==> config.mk <==
export PLATFORM = sky130hd
export DESIGN_NAME = mmtp_top
export DESIGN_NICKNAME = d
export VERILOG_FILES = /design/src/shared/mmtp_pkg.sv /design/src/shared/mmtp_edge_if.sv /design/src/rtl/mmtp_tick_gen.sv /design/src/rtl/mmtp_pin_sync.sv /design/src/rtl/mmtp_top.sv
export VERILOG_INCLUDE_DIRS = /design/src /design/src/shared
export SDC_FILE = /design/constraint.sdc
export NUM_CORES = 1
export LEC_CHECK = 0
export BUFFER_PORTS_ARGS = -buffer_cell sky130_fd_sc_hd__buf_2
export CORE_AREA = 2 2 195 197
export DETAILED_ROUTE_END_ITERATION = 6
export DIE_AREA = 0 0 197 199
export RECOVER_POWER = 50
export SETUP_SLACK_MARGIN = 0.02
export SYNTH_ARGS = -nofsm -noshare
export SYNTH_HDL_FRONTEND = slang
export SYNTH_SLANG_ARGS = --single-unit
==> constraint.sdc <==
create_clock -name clk_sys -period 2.4 [get_ports clk_sys]
set_input_delay 0.24 -clock clk_sys [delete_from_list [all_inputs] [get_ports clk_sys]]
set_output_delay 0.24 -clock clk_sys [all_outputs]
set_load 0.1 [all_outputs]
==> src/shared/mmtp_defs.svh <==
// constants for the multimode timer block: field positions, reset values, timing counts
`ifndef MMTP_DEFS_SVH
`define MMTP_DEFS_SVH

// control byte layout
`define MMTP_CTRL_MODE_HI 7
`define MMTP_CTRL_MODE_LO 5
`define MMTP_CTRL_RUN 4
`define MMTP_CTRL_PEND_A 3
`define MMTP_CTRL_EN_A 2
`define MMTP_CTRL_PEND_B 1
`define MMTP_CTRL_EN_B 0
`define MMTP_CTRL_RST 8'h00

// data register reset value
`define MMTP_DATA_RST 16'h0000

// instruction-cycle clock is the input clock divided by this
`define MMTP_TC_DIV 10

// number of timer blocks
`define MMTP_NUM_TIMERS 3

`endif

==> src/shared/mmtp_pkg.sv <==
// types shared by the multimode timer block
package mmtp_pkg;

   typedef enum logic [2:0] {
      MMTP_EVT_RISE = 3'b000,
      MMTP_EVT_FALL = 3'b001,
      MMTP_CAP_PP = 3'b010,
      MMTP_CAP_NP = 3'b011,
      MMTP_PWM_HOLD = 3'b100,
      MMTP_PWM_TOGGLE = 3'b101,
      MMTP_CAP_PN = 3'b110,
      MMTP_CAP_NN = 3'b111
   } mmtp_mode_t;

endpackage

==> src/shared/mmtp_edge_if.sv <==
// carrier for a filtered pin level and its edge pulses
`timescale 1ns/1ps
interface mmtp_edge_if;
   logic level;
   logic rise;
   logic fall;
   modport src (output level, output rise, output fall);
   modport dst (input level, input rise, input fall);
endinterface

==> src/rtl/mmtp_tick_gen.sv <==
// instruction-cycle tick generator
`timescale 1ns/1ps
`include "mmtp_defs.svh"
module mmtp_tick_gen #(
   parameter int DIV = `MMTP_TC_DIV
) (
   // clock and reset
   input wire logic clk_sys,
   input wire logic reset_n,
   input wire logic clk_en,
   // tick out
   output logic tick_q
);
   localparam int CW = $clog2(DIV);
   localparam logic [CW-1:0] LAST = CW'(DIV - 1);

   logic [CW-1:0] div_q;

   always_ff @(posedge clk_sys) begin
      if (!reset_n) begin
         div_q <= '0;
         tick_q <= 1'b0;
      end else if (clk_en) begin
         tick_q <= (div_q == LAST);
         if (div_q == LAST) begin
            div_q <= '0;
         end else begin
            div_q <= div_q + CW'(1);
         end
      end
   end
endmodule

==> src/rtl/mmtp_pin_sync.sv <==
// three-stage pin synchroniser with agreement filter and edge pulses
`timescale 1ns/1ps
module mmtp_pin_sync (
   // clock and reset
   input wire logic clk_sys,
   input wire logic reset_n,
   input wire logic clk_en,
   // raw pin
   input wire logic pin,
   // filtered level and edges
   mmtp_edge_if.src edges
);
   logic s1_q;
   logic s2_q;
   logic s3_q;
   logic level_q;
   logic rise_q;
   logic fall_q;

   // first stage feeds only the second
   always_ff @(posedge clk_sys) begin
      if (!reset_n) begin
         s1_q <= 1'b0;
         s2_q <= 1'b0;
         s3_q <= 1'b0;
      end else if (clk_en) begin
         s1_q <= pin;
         s2_q <= s1_q;
         s3_q <= s2_q;
      end
   end

   // level moves only once the second and third stages agree
   always_ff @(posedge clk_sys) begin
      if (!reset_n) begin
         level_q <= 1'b0;
         rise_q <= 1'b0;
         fall_q <= 1'b0;
      end else if (clk_en) begin
         rise_q <= (s2_q == s3_q) && s3_q && !level_q;
         fall_q <= (s2_q == s3_q) && !s3_q && level_q;
         if (s2_q == s3_q) begin
            level_q <= s3_q;
         end
      end
   end

   assign edges.level = level_q;
   assign edges.rise = rise_q;
   assign edges.fall = fall_q;
endmodule

==> src/rtl/mmtp_top.sv <==
// three multimode timer blocks: pwm, event counting and dual-edge capture
`timescale 1ns/1ps
`include "mmtp_defs.svh"
module mmtp_top #(
   parameter int NUM = `MMTP_NUM_TIMERS,
   parameter int WIDTH = 16,
   parameter int TC_DIV = `MMTP_TC_DIV
) (
   // clock, reset, enable
   input wire logic clk_sys,
   input wire logic reset_n,
   input wire logic clk_en,
   // software writes to the control byte
   input wire logic [NUM-1:0] ctrl_wr,
   input wire logic [NUM-1:0][7:0] ctrl_wdata,
   // software writes to counter and data registers
   input wire logic [NUM-1:0] cnt_wr,
   input wire logic [NUM-1:0][WIDTH-1:0] cnt_wdata,
   input wire logic [NUM-1:0] rega_wr,
   input wire logic [NUM-1:0][WIDTH-1:0] rega_wdata,
   input wire logic [NUM-1:0] regb_wr,
   input wire logic [NUM-1:0][WIDTH-1:0] regb_wdata,
   // readback
   output logic [NUM-1:0][7:0] timer_control_reg_q,
   output logic [NUM-1:0][WIDTH-1:0] counter_q,
   output logic [NUM-1:0][WIDTH-1:0] reload_capture_reg_a_q,
   output logic [NUM-1:0][WIDTH-1:0] reload_capture_reg_b_q,
   // interrupt requests
   output logic [NUM-1:0] irq_a_q,
   output logic [NUM-1:0] irq_b_q,
   // timer pins
   input wire logic [NUM-1:0] timer_pin_a_in,
   output logic [NUM-1:0] timer_pin_a_out_q,
   output logic [NUM-1:0] timer_pin_a_oe_q,
   input wire logic [NUM-1:0] timer_pin_b_in
);

   // mode class decode, shared by every timer
   function automatic logic mode_is_pwm(input mmtp_pkg::mmtp_mode_t m);
      return (m == mmtp_pkg::MMTP_PWM_TOGGLE) || (m == mmtp_pkg::MMTP_PWM_HOLD);
   endfunction

   function automatic logic mode_is_evt(input mmtp_pkg::mmtp_mode_t m);
      return (m == mmtp_pkg::MMTP_EVT_RISE) || (m == mmtp_pkg::MMTP_EVT_FALL);
   endfunction

   function automatic logic mode_is_cap(input mmtp_pkg::mmtp_mode_t m);
      return !mode_is_pwm(m) && !mode_is_evt(m);
   endfunction

   logic tick;

   // one instruction-cycle tick shared by all blocks
   mmtp_tick_gen #(
      .DIV(TC_DIV)
   ) u_tick (
      .clk_sys(clk_sys),
      .reset_n(reset_n),
      .clk_en(clk_en),
      .tick_q(tick)
   );

   genvar t;
   generate
      for (t = 0; t < NUM; t++) begin : g_timer
         mmtp_edge_if edge_a ();
         mmtp_edge_if edge_b ();

         mmtp_pkg::mmtp_mode_t mode;
         logic is_pwm;
         logic is_evt;
         logic is_cap;
         logic run;
         logic step;
         logic uf;
         logic cap_a;
         logic cap_b;
         logic set_pend_a;
         logic set_pend_b;
         logic set_run;
         logic sel_b_q;
         logic [7:0] ctrl_d;

         mmtp_pin_sync u_sync_a (
            .clk_sys(clk_sys),
            .reset_n(reset_n),
            .clk_en(clk_en),
            .pin(timer_pin_a_in[t]),
            .edges(edge_a)
         );

         mmtp_pin_sync u_sync_b (
            .clk_sys(clk_sys),
            .reset_n(reset_n),
            .clk_en(clk_en),
            .pin(timer_pin_b_in[t]),
            .edges(edge_b)
         );

         // event decode from the current control byte
         always_comb begin
            mode = mmtp_pkg::mmtp_mode_t'(timer_control_reg_q[t][`MMTP_CTRL_MODE_HI:`MMTP_CTRL_MODE_LO]);
            is_pwm = mode_is_pwm(mode);
            is_evt = mode_is_evt(mode);
            is_cap = mode_is_cap(mode);
            run = timer_control_reg_q[t][`MMTP_CTRL_RUN];
            step = 1'b0;
            if (is_pwm) begin
               step = run && tick;
            end else if (is_evt) begin
               // code bit 0 picks the falling edge
               step = run && (mode[0] ? edge_a.fall : edge_a.rise);
            end else begin
               step = tick;
            end
            uf = step && (counter_q[t] == '0);
            // capture: code bit 0 negates pin a, bit 2 negates pin b
            cap_a = is_cap && (mode[0] ? edge_a.fall : edge_a.rise);
            cap_b = is_cap && (mode[2] ? edge_b.fall : edge_b.rise);
            set_pend_a = (is_pwm && uf && !sel_b_q) || (is_evt && uf) || cap_a;
            set_pend_b = (is_pwm && uf && sel_b_q) || (is_evt && edge_b.rise) || cap_b;
            set_run = is_cap && uf;
         end

         // control byte: software write, then hardware sets win over clears
         always_comb begin
            ctrl_d = ctrl_wr[t] ? ctrl_wdata[t] : timer_control_reg_q[t];
            ctrl_d[`MMTP_CTRL_RUN] = ctrl_d[`MMTP_CTRL_RUN] | set_run;
            ctrl_d[`MMTP_CTRL_PEND_A] = ctrl_d[`MMTP_CTRL_PEND_A] | set_pend_a;
            ctrl_d[`MMTP_CTRL_PEND_B] = ctrl_d[`MMTP_CTRL_PEND_B] | set_pend_b;
         end

         always_ff @(posedge clk_sys) begin
            if (!reset_n) begin
               timer_control_reg_q[t] <= `MMTP_CTRL_RST;
            end else if (clk_en) begin
               timer_control_reg_q[t] <= ctrl_d;
            end
         end

         // interrupts follow the control byte as it will stand after this edge
         always_ff @(posedge clk_sys) begin
            if (!reset_n) begin
               irq_a_q[t] <= 1'b0;
               irq_b_q[t] <= 1'b0;
            end else if (clk_en) begin
               // capture underflow shares the pin-a request
               irq_a_q[t] <= ctrl_d[`MMTP_CTRL_EN_A] && (ctrl_d[`MMTP_CTRL_PEND_A] ||
                  (mode_is_cap(mmtp_pkg::mmtp_mode_t'(ctrl_d[`MMTP_CTRL_MODE_HI:`MMTP_CTRL_MODE_LO])) &&
                  ctrl_d[`MMTP_CTRL_RUN]));
               irq_b_q[t] <= ctrl_d[`MMTP_CTRL_EN_B] && ctrl_d[`MMTP_CTRL_PEND_B];
            end
         end

         // reload source select: stopped or non-pwm always restarts on a
         always_ff @(posedge clk_sys) begin
            if (!reset_n) begin
               sel_b_q <= 1'b0;
            end else if (clk_en) begin
               if (!is_pwm || !run) begin
                  sel_b_q <= 1'b0;
               end else if (uf) begin
                  sel_b_q <= !sel_b_q;
               end
            end
         end

         // counter; reset only for a known value, software must load it
         always_ff @(posedge clk_sys) begin
            if (!reset_n) begin
               counter_q[t] <= `MMTP_DATA_RST;
            end else if (clk_en) begin
               if (cnt_wr[t]) begin
                  counter_q[t] <= cnt_wdata[t];
               end else if (uf && is_pwm) begin
                  counter_q[t] <= sel_b_q ? reload_capture_reg_b_q[t] : reload_capture_reg_a_q[t];
               end else if (uf && is_evt) begin
                  counter_q[t] <= reload_capture_reg_a_q[t];
               end else if (step) begin
                  // capture wraps through all ones without reload
                  counter_q[t] <= counter_q[t] - WIDTH'(1);
               end
            end
         end

         // data registers; a capture wins over a same-cycle software write
         always_ff @(posedge clk_sys) begin
            if (!reset_n) begin
               reload_capture_reg_a_q[t] <= `MMTP_DATA_RST;
               reload_capture_reg_b_q[t] <= `MMTP_DATA_RST;
            end else if (clk_en) begin
               if (cap_a) begin
                  reload_capture_reg_a_q[t] <= counter_q[t];
               end else if (rega_wr[t]) begin
                  reload_capture_reg_a_q[t] <= rega_wdata[t];
               end
               if (cap_b) begin
                  reload_capture_reg_b_q[t] <= counter_q[t];
               end else if (regb_wr[t]) begin
                  reload_capture_reg_b_q[t] <= regb_wdata[t];
               end
            end
         end

         // pin a: driven only in pwm; input in event and capture modes
         always_ff @(posedge clk_sys) begin
            if (!reset_n) begin
               timer_pin_a_out_q[t] <= 1'b0;
               timer_pin_a_oe_q[t] <= 1'b0;
            end else if (clk_en) begin
               timer_pin_a_oe_q[t] <= is_pwm;
               if (uf && mode == mmtp_pkg::MMTP_PWM_TOGGLE) begin
                  timer_pin_a_out_q[t] <= !timer_pin_a_out_q[t];
               end
            end
         end
      end
   endgenerate
endmodule

# Word level (Yosys, flattened, before mapping)
# Index checks and enable logic that the tools add are counted.
classes:
  n_addsub: 4
  n_eq_ne: 25
  mux: 49
  n_bitwise: 9
  n_reduce_logical: 180
op_table:
  columns: ["cell", "count"]
  rows:
  - ["2-to-1 mux 16 bit", 27]
  - ["logical AND 1 bit", 75]
  - ["logical NOT 16 bit", 3]
  - ["subtractor 16 x 1 -> 16 bit (second input constant)", 3]
  - ["AND reduction 2 bit", 21]
  - ["== test 3 bit (second input constant)", 12]
  - ["logical NOT 1 bit", 33]
  - ["logical OR 1 bit", 30]
  - ["2-to-1 mux 8 bit", 3]
  - ["== test 3 x 1 -> 1 bit (second input constant)", 6]
  - ["logical NOT 3 bit", 6]
  - ["2-to-1 mux 1 bit", 18]
  - ["nonzero test 2 bit", 9]
  - ["nonzero test 4 bit", 3]
  - ["bitwise OR 1 bit", 9]
  - ["== test 1 bit", 6]
  - ["adder 4 x 1 -> 4 bit (second input constant)", 1]
  - ["== test 4 bit (second input constant)", 1]
  - ["2-to-1 mux 4 bit", 1]
word_totals:
  ff_bits: 224
  out_inout_bits: 180
  word_cells: 332

# Longest topological paths before layout
# Gate-level depths: netlist (run 1).
logic_depth:
  depth_word: 12
  depth_mapped: 9
  depth_no_buf: 8

# Hierarchy
# A second synthesis (run 1) with hierarchy kept.
hier_totals:
  hier_cells: 1562
  hier_area_um2: 13083.8
modules_own_cells:
  columns: ["mod", "n_inst", "cells_per_inst", "area_per_inst_um2"]
  rows:
  - ["mmtp_top", 1, 1370, 11141.9]
  - ["mmtp_pin_sync", 6, 28, 286.5]
  - ["mmtp_tick_gen", 1, 24, 222.7]

# Worst setup path after synthesis (run 1)
# Ideal clock, no wire load.
synth_timing:
  path_kind: "reg-to-reg"
  start: "register (tool-made name)"
  end: "register counter_q[38] (netlist name)"
  setup_ps: 117
  arrival_time_ps: 2851
  required_ps: 2283
  slack_ps: -568
  path_stages_with_launch: 8
  period_less_slack_ps: 2968
  cell_sequence: "dfxtp_1 mux2_2 a32o_1 and4b_1 and2_1 buf_2 a311o_1 a32o_1"
synth_lines:
  columns: ["element", "line_no", "rtl"]
  rows:
  - ["end signal: indexed assignment", "mmtp_top.sv:171", "counter_q[t] <= `MMTP_DATA_RST;"]
  - ["end signal: indexed assignment", "mmtp_top.sv:174", "counter_q[t] <= cnt_wdata[t];"]
  - ["end signal: indexed assignment", "mmtp_top.sv:176", "counter_q[t] <= sel_b_q ? reload_capture_reg_b_q[t] : reload_capture_reg_a_q[t];"]
  - ["end: declaration", "mmtp_top.sv:25", "output logic [NUM-1:0][WIDTH-1:0] counter_q,"]

# Worst setup path in the final report (run 1)
layout_timing:
  start: "register counter_q[24] (netlist name)"
  end: "register counter_q[23] (netlist name)"
layout_between:
  elab_chain_len: 6
layout_lines:
  columns: ["element", "line_no", "rtl"]
  rows:
  - ["logical NOT 16 bit *", "mmtp_top.sv:116", "uf = step && (counter_q[t] == '0);"]
  - ["logical AND 1 bit *", "mmtp_top.sv:116", null]
  - ["logical AND 1 bit", "mmtp_top.sv:177", "end else if (uf && is_evt) begin"]
  - ["2-to-1 mux 16 bit", "mmtp_top.sv:177", null]
  - ["2-to-1 mux 16 bit", "mmtp_top.sv:175", "end else if (uf && is_pwm) begin"]
  - ["2-to-1 mux 16 bit", "mmtp_top.sv:173", "if (cnt_wr[t]) begin"]
# Mark *: on every way between the ends. The rest lies on a longest branch, timed or not.
# A chain may end at the register's enable or synchronous reset.

==> results.cfg, run 1 <==
[power_and_ir_drop]
p_per_area_nw_per_um2 = 708.6
p_leak_nw = 7.962
ir_worst_vdd_uv = 500.2

[sta]
skew_ps = 10.64
setup_tns_ps = 0
min_period_over_period_pct = 94.35
finalHoldViolCount = 0
max_slew_margin_pct = 13.64
finalSetupViolCount = 0
slew_viol_final = 0
period_minus_slack_ps = 2264
hold_ws_ps = 39.74
timing.fmax_mhz = 441.6
tightestPinTransition_ps = 1301
rsz0062_at_grt = no

[route]
drt-vias-per-instance = 5.559
drc_errors = 0
wl_met2_um = 22990
totalWireLength_um = 48190
vias = 13440
wl_met1_um = 20550
dr_wl_met3_um = 3110
drt_iter0_drc = 899
firstDrtPassIters = 7
ant_nets = 0
maxUsedRoutingLayer = met5
wire_per_inst_um = 19.93

[logic_synthesis]
synth_area_leaders = dfxtp_1 (35%), o211a_1 (7.7%), nand3_1 (6.7%)
synth_seq_area_share_pct = 34.80
synth_seq_cells = 224
synth_most_common_cell = dfxtp_1
synth_area_um2 = 12890
yosysTopAreaCell = dfxtp_1
syn-num-nets = 1748
synth-edff-count = 0
synthCells = 1541
synth_cell_type_count = 69
synth_warnings = 0
syn_avg_cell_area_um2 = 8.363
yosys.area.top_type_share_pct = 34.80
synth_common_cells = dfxtp_1 (224), nand2_1 (193), nand3_1 (172)
synth_ff_type = dfxtp_1
async_reset_ff_share_pct = 0

[place]
placed_cell_area_um2 = 15690
routabilityCongestion = 0.9521
dp_hpwl_um = 35510
io_buffers = 368

[final_layout]
final_area_um2 = 16780
syn_to_final_growth_pct = 30.19
final_nets = 2127
multiInputGateArea_um2 = 7704
drive_gt1_share_pct = 25.33
seq_area_um2 = 4616
n_fill_cell = 3795

[setup_path]
r2r_slack_ps = 140
worstReg2RegStart = counter_q[24]
crit_chain = or4_4, nor3_2, buf_4, nand4_1, buf_4, mux2i_1, o21ai_0, a32o_1
worst-r2r-cell-count = 8
timing.rr.end = counter_q[23]
cp_common_cell = buf_4
crit_fanout = 9
arrival_ps = 2700
crit_path_start_kind = flip-flop
critPathRequiredTime_ps = 2830
cp_slowest_cell = or4_4
cp-end-kind = flip-flop
cpPeakStageDelay_ps = 580
crit_type = flip-flop to flip-flop

[die]
dieWidth_um = 197
core_um2 = 37130
initial_core_util_pct = 34.71
die_y_um = 199
ios = 369
num_rows = 71
dieArea_um2 = 39200

[cts]
cts_num_sinks = 224
cts_root_buf = clkbuf_16
h-tree-depth = 1
cts_tree = done
worstSkewPairLatency_ps = 540
cts_made_buffers = 28
clk_pin_slew_ps = 60
clockBufferDepth = 3

[run]
max_cap_viol_count = 0

[min_path]
min_path_cells = 3
worstHoldStart = ctrl_wdata[7]
hp-class = primary input to flip-flop

[grt]
grt_pass1_wl_um = 73630
antenna_found_initial = 5
grt_usage_pct = 23.54
grt_max_degree = 92
grt_pass1_vias = 12980
grt.overflow.total = 0

[outcome]
status = complete, no violations
## metrics by stage
step	instances	util, %	total power, mW	worst slack, ps
final	2418	45.18	11.89	135.7
after global routing	2418	45.18	12.37	11.25
after CTS	2416	45.66	12.03	103.3
after detailed placement	2334	42.25	7.595	30.29
after global placement	2334	42.25	7.576	61.60
after floorplan	1541	-	6.732	-8.365
## sequential cells by signal, indices dropped and copies added (netlist names), 4 cells and up, named ones only
signal,cells
counter_q,48
reload_capture_reg_a_q,48
reload_capture_reg_b_q,48
timer_control_reg_q,18
u_tick.div_q,4
## critical path, delay by kind of cell, from the launching register on
family | cells | cell delay, ps
AOI/OAI and AO/OA | 2 | 330
buffers and inverters | 2 | 390
DFF | 1 | 340
and+or+nand+nor | 3 | 870
muxes | 1 | 230
## power breakdown
part / internal [mW] / switching (mW) / total (mW)
Combinational: 0.893 / 2.43 / 3.33
Clock: 2.65 / 1.70 / 4.35
Sequential: 3.94 / 0.275 / 4.21
Total: 7.48 / 4.41 / 11.9
## layer usage
metal  vias up  GRT usage, %
li1       6384             -
met1      6456         30.28
met2       503         40.34
met3        92         3.900
met4         6         7.212
met5         -             0
## layout by cell type, fill, tap and decap left out, types with 9 or more instances in the layout
cell type	count
buf_2	225
nand2_1	192
nand3_1	172
dfxtp_1	167
clkbuf_1	149
o211a_1	99
buf_4	81
mux2i_1	77
o21ai_0	66
a21oi_1	49
inv_1	42
o211ai_1	39
mux2_2	36
nor2_1	35
nor2b_1	35
a21boi_0	34
dfxtp_2	33
clkbuf_16	30
dlygate4sd3_1	30
a31oi_1	27
xnor2_1	26
or3_1	24
dfxtp_4	24
xor2_1	18
ha_1	18
a32o_1	17
nand3b_1	15
nor3_1	13
and2_1	13
o31ai_1	10
a32oi_1	9
nor3b_1	9
clkbuf_8	9
## area by class of cell
type / count / area share, %
Multi-Input combinational cell: 1131 / 45.91
Tap cell: 474 / 3.535
Timing Repair Buffer: 491 / 16.31
Clock inverter: 7 / 0.3729
Inverter: 44 / 0.9843
Clock buffer: 45 / 5.347
Sequential cell: 224 / 27.51
Antenna cell: 2 / 0.02983
## how the worst max path moves through the flow
stage,startpoint,to,slack (ps),cells past startpoint
final,counter_q[24],counter_q[23],140,8
after floorplan,counter_q[34],counter_q[38],-8,7
after detailed placement,counter_q[24],counter_q[27],30,6
after global placement,counter_q[24],timer_pin_a_out_q[1],60,6
after global routing,counter_q[24],timer_pin_a_out_q[1],10,6
after CTS,counter_q[8],counter_q[8],100,6
## logic make-up after synthesis
kind of cell / share of synthesized area (%)
AND/OR/NAND/NOR: 21.72
AO/OA/AOI/OAI: 23.19
flip-flops: 34.80
buffers and inverters: 6.136
multiplexers: 9.417
XOR/XNOR: 2.990
adder cells (fa/ha/maj): 1.748
## what timing repair did
item / CTS / global route
hold buffers: 30 / 0
gates resized for setup: 1 / 5
setup endpoints to repair: 2 / 16
endpoints found under the hold margin: 29 / 0
buffers inserted: 0 / 0
No activity file was read; power rests on OpenSTA's default activity.
==> run 2, diff against run 1 <==
--- a/config.mk
+++ b/config.mk
@@ -6,10 +6,10 @@
 export SDC_FILE = /design/constraint.sdc
 export NUM_CORES = 1
 export LEC_CHECK = 0
-export BUFFER_PORTS_ARGS = -buffer_cell sky130_fd_sc_hd__buf_2
 export CORE_AREA = 2 2 195 197
 export DETAILED_ROUTE_END_ITERATION = 6
 export DIE_AREA = 0 0 197 199
+export DONT_BUFFER_PORTS = 1
 export RECOVER_POWER = 50
 export SETUP_SLACK_MARGIN = 0.02
 export SYNTH_ARGS = -nofsm -noshare
==> results.cfg, run 2 (same netlist as run 1, synthesis figures left out) <==
[route]
ant_nets = 0
totalWireLength_um = 51740
vias = 13750
drt-vias-per-instance = 5.720
drc_errors = 0
wire_per_inst_um = 21.52
firstDrtPassIters = 5
drt_iter0_drc = 1008

[sta]
period_minus_slack_ps = 2328
skew_ps = 10.37
finalSetupViolCount = 0
slew_viol_final = 0
timing.fmax_mhz = 429.6
max_slew_margin_pct = 13.05
hold_ws_ps = -14.53
min_period_over_period_pct = 96.99
tightestPinTransition_ps = 1304
rsz0062_at_grt = yes
finalHoldViolCount = 2

[final_layout]
layout_commonest_cell = dlygate4sd3_1
syn_to_final_growth_pct = 38.37
drive_gt1_share_pct = 19.30
fin_util_pct = 48.02
instances_no_fill = 2404
final_nets = 2112
largest_registers = counter_q x48, reload_capture_reg_a_q x48, reload_capture_reg_b_q x48
layout.cells.most_common_list = dlygate4sd3_1 (224), nand2_1 (191), nand3_1 (172)

[cts]
clockBufferDepth = 3
h-tree-depth = 1
cts_root_buf = clkbuf_16
cts_setup_buffers = 0
cts_made_buffers = 28
clk_pin_slew_ps = 60
cts_num_sinks = 224
cts_tree = done
worstSkewPairLatency_ps = 560

[grt]
grt_max_degree = 136
antenna_found_initial = 6
grt_pass1_vias = 13620
grt_pass1_wl_um = 78320
grt_usage_pct = 25.48
grt.overflow.total = 0

[place]
placedCellCount = 2123
io_buffers = 0
dp_hpwl_um = 34730
routabilityCongestion = 0.9518

[outcome]
violations = hold timing
status = finished with violations

[die]
dieArea_um2 = 39200
ios = 369
core_um2 = 37130
dieWidth_um = 197
initial_core_util_pct = 34.71
num_rows = 71
die_y_um = 199

[setup_path]
cp-end-kind = flip-flop
startpoint = counter_q[24]
timing.rr.end = counter_q[18]
r2r_slack_ps = 70
arrival_ps = 2780
worst-r2r-cell-count = 8
endpoint = counter_q[18]
worstReg2RegStart = counter_q[24]
crit_type = flip-flop to flip-flop
critPathRequiredTime_ps = 2850
crit_path_start_kind = flip-flop
crit_fanout = 7

[power_and_ir_drop]
p_leak_nw = 8.337
ir_worst_vdd_uv = 489.7
p_per_area_nw_per_um2 = 667.2
power.total_mw = 11.90

[run]
max_cap_viol_count = 0

[min_path]
hp-class = primary input to flip-flop
min_path_cells = 3
## run 2: how the worst min path moves through the flow
| stage | from | to |
|---|---|---|
| floorplan | cnt_wdata[0] | counter_q[0] |
| detailed placement | clk_en | timer_control_reg_q[19] |
| global route | cnt_wdata[26] | counter_q[26] |
| CTS | cnt_wr[1] | counter_q[31] |
| global placement | clk_en | timer_control_reg_q[19] |
| finish | cnt_wr[1] | counter_q[29] |
## run 2: layout make-up
cell class                      count  area, um2
Clock inverter                      9      112.6
Inverter                           44      165.2
Multi-Input combinational cell   1131       7724
Tap cell                          474      593.1
Clock buffer                       43      817.0
Fill cell                        3559      19300
Antenna cell                        3      7.507
Sequential cell                   224       4616
Timing Repair Buffer              476       3797
## run 2: routing by layer
| layer | up-vias | share of wire (%) | global-route usage (%) |
|---|---|---|---|
| met1 | 6578 | 40 | 30.88 |
| met5 | - | 0.089 | 0 |
| met3 | 133 | 8.6 | 6.036 |
| met2 | 667 | 48 | 43.49 |
| li1 | 6367 | - | - |
| met4 | 6 | 3.9 | 10.28 |
## run 2: metrics by stage
step	worst slack, ps	instance area (um2)	setup TNS, ps
global placement	-15.42	15020	-15.42
finish	72.15	17830	0
detailed placement	24.79	15020	0
floorplan	-8.365	13070	-8.365
global route	3.137	17830	0
CTS	23.79	18200	0
## run 2: critical path, cell delays in order, from the launching register on
cell	delay, ps
dfxtp_4	340
or4_4	560
nor3_2	180
buf_4	170
nand4_1	190
buf_6	220
mux2i_1	230
o21ai_0	110
a32o_1	220
## run 2: where the power goes
| group | internal, mW | switching [mW] |
|---|---|---|
| Combinational | 0.997 | 2.53 |
| Sequential | 3.93 | 0.153 |
| Clock | 2.55 | 1.74 |
| Total | 7.48 | 4.41 |
## run 2: repair_timing
action | in CTS | in global routing
pin swaps | 0 | 1
endpoints found under the setup margin | 2 | 71
gates resized for setup | 1 | 13
hold buffers | 222 | 4
hold endpoints to repair | 224 | 15
==> run 3, diff against run 2 <==
--- a/config.mk
+++ b/config.mk
@@ -6,12 +6,14 @@
 export SDC_FILE = /design/constraint.sdc
 export NUM_CORES = 1
 export LEC_CHECK = 0
-export CORE_AREA = 2 2 195 197
+export CORE_AREA = 2 2 155 157
+export CTS_BUF_LIST = sky130_fd_sc_hd__clkbuf_8
 export DETAILED_ROUTE_END_ITERATION = 6
-export DIE_AREA = 0 0 197 199
+export DIE_AREA = 0 0 157 159
 export DONT_BUFFER_PORTS = 1
+export PLACE_DENSITY = 0.74
 export RECOVER_POWER = 50
-export SETUP_SLACK_MARGIN = 0.02
+export SETUP_SLACK_MARGIN = 0.2
 export SYNTH_ARGS = -nofsm -noshare
 export SYNTH_HDL_FRONTEND = slang
 export SYNTH_SLANG_ARGS = --single-unit
==> results.cfg, run 3 (same netlist as run 1, synthesis figures left out) <==
[outcome]
status = finished with violations
violations = hold timing

[grt]
grt_max_degree = 228
grt_pass1_wl_um = 70080
grt.overflow.total = 0
antenna_found_initial = 2
grt_pass1_vias = 13060
grt_usage_pct = 34.90

[final_layout]
syn_to_final_growth_pct = 27.85
final_area_um2 = 16480
drive_gt1_share_pct = 19.92
layout.cells.most_common_list = nand2_1 (190), nand3_1 (172), dfxtp_1 (167)
layout_commonest_cell = nand2_1
instances_no_fill = 2167
largest_registers = counter_q x48, reload_capture_reg_a_q x48, reload_capture_reg_b_q x48
fin_util_pct = 71.05
final_nets = 2020

[sta]
finalSetupViolCount = 0
setup_tns_ps = 0
tightestPinTransition_ps = 1297
skew_ps = 21.32
min_period_over_period_pct = 95.98
rsz0062_at_grt = yes
finalHoldViolCount = 115
period_minus_slack_ps = 2303
final.setup.worst_slack_ps = 96.55
timing.fmax_mhz = 434.1
hold_ws_ps = -179.0
max_slew_margin_pct = 13.52
slew_viol_final = 0

[die]
dieArea_um2 = 24960
ios = 369
dieWidth_um = 157
initial_core_util_pct = 55.57
die_y_um = 159
num_rows = 56
core_um2 = 23190

[place]
routabilityCongestion = 0.9445
placedCellCount = 1958
io_buffers = 0
placed_cell_area_um2 = 14700
post-place-ws_ps = 47.08
dp_hpwl_um = 30370

[cts]
clk_pin_slew_ps = 60
h-tree-depth = 2
cts_tree = done
cts_made_buffers = 42
cts_num_sinks = 224
cts_root_buf = clkbuf_8
clockBufferDepth = 3
worstSkewPairLatency_ps = 550

[min_path]
worstHoldStart = reset_n
holdPathEnd = reload_capture_reg_b_q[32]
min_path_cells = 1
hp-class = primary input to flip-flop

[setup_path]
crit_path_start_kind = flip-flop
critPathRequiredTime_ps = 2890
crit_type = flip-flop to flip-flop
r2r_slack_ps = 100
arrival_ps = 2790
worst-r2r-cell-count = 7
timing.rr.end = counter_q[27]
worstReg2RegStart = counter_q[24]
cp_slowest_cell = or4_4
cpPeakStageDelay_ps = 560
crit_chain = or4_4, or3_4, nor4_2, buf_4, a21oi_1, o211ai_1, a32o_1
crit_fanout = 11
cp-end-kind = flip-flop

[route]
drt-vias-per-instance = 6.246
drt_iter0_drc = 1333
vias = 13540
totalWireLength_um = 46120
wire_per_inst_um = 21.28
firstDrtPassIters = 6
drc_errors = 0
ant_nets = 0

[run]
max_cap_viol_count = 0

[power_and_ir_drop]
ir_worst_vdd_uv = 461.7
p_leak_nw = 7.811
p_per_area_nw_per_um2 = 665.4
[run 3: cell count changes in the layout (fill, tap and decap cells not counted), sizes merged]
| cell | change |
|---|---|
| buf | -8 |
| clkbuf | +13 |
| clkinv | -4 |
| bufinv | -2 |
| diode | -2 |
| dlygate4sd3 | -104 |
| inv | +25 |
[run 3: critical path: cells and delay by family (launching register included)]
family | cells | cell delay [ps]
AO/OA/AOI/OAI | 3 | 340
flip-flops | 1 | 340
AND/OR/NAND/NOR | 3 | 1310
buffers and inverters | 1 | 240
[run 3: layer usage]
metal	share of wire [%]	vias to the layer above	wire, um	track usage [%]
li1	-	6192	-	-
met1	38	6472	17580	41.53
met2	48	720	22200	58.39
met3	9.5	149	4366	9.281
met4	4.2	2	1951	16.22
met5	0.028	-	13	0
[run 3: worst max path at each step]
stage	startpoint	to	cells past startpoint
2_1_floorplan	counter_q[24]	g_timer[1].sel_b_q	7
3_3_place_gp	counter_q[24]	counter_q[30]	6
3_5_place_dp	counter_q[24]	counter_q[30]	6
4_1_cts	counter_q[24]	counter_q[30]	6
5_1_grt	counter_q[24]	counter_q[27]	7
6_report	counter_q[24]	counter_q[27]	7
[run 3: what timing repair did]
action	CTS	global route
setup buffers	1	7
endpoints found under the setup margin	31	58
endpoints found under the hold margin	224	144
gates resized for setup	8	34
hold buffers	116	5
pin swaps	1	14
cloned	0	1
[run 3: cell type report]
type	instances	area [um2]
flip-flops and latches	224	4623
diodes	1	2.502
clock inverters	28	111.4
well taps	319	399.1
repair buffers	370	2634
fillers	1885	6715
clock buffers	50	688.2
multi-input cells	1131	7854
inverters	44	165.2
[run 3: where the power goes]
group	total, mW	internal, mW	switching [mW]
Sequential	4.11	3.93	0.179
Clock	3.55	1.88	1.67
Combinational	3.30	0.872	2.43
[run 3: metrics by stage]
step                      total power, mW  hold slack, ps
after global routing                11.34          -191.1
after global placement              7.284           370.3
final                               10.96          -179.0
after CTS                           10.99          -192.2
after floorplan                     6.763           392.3
after detailed placement            7.326           371.1
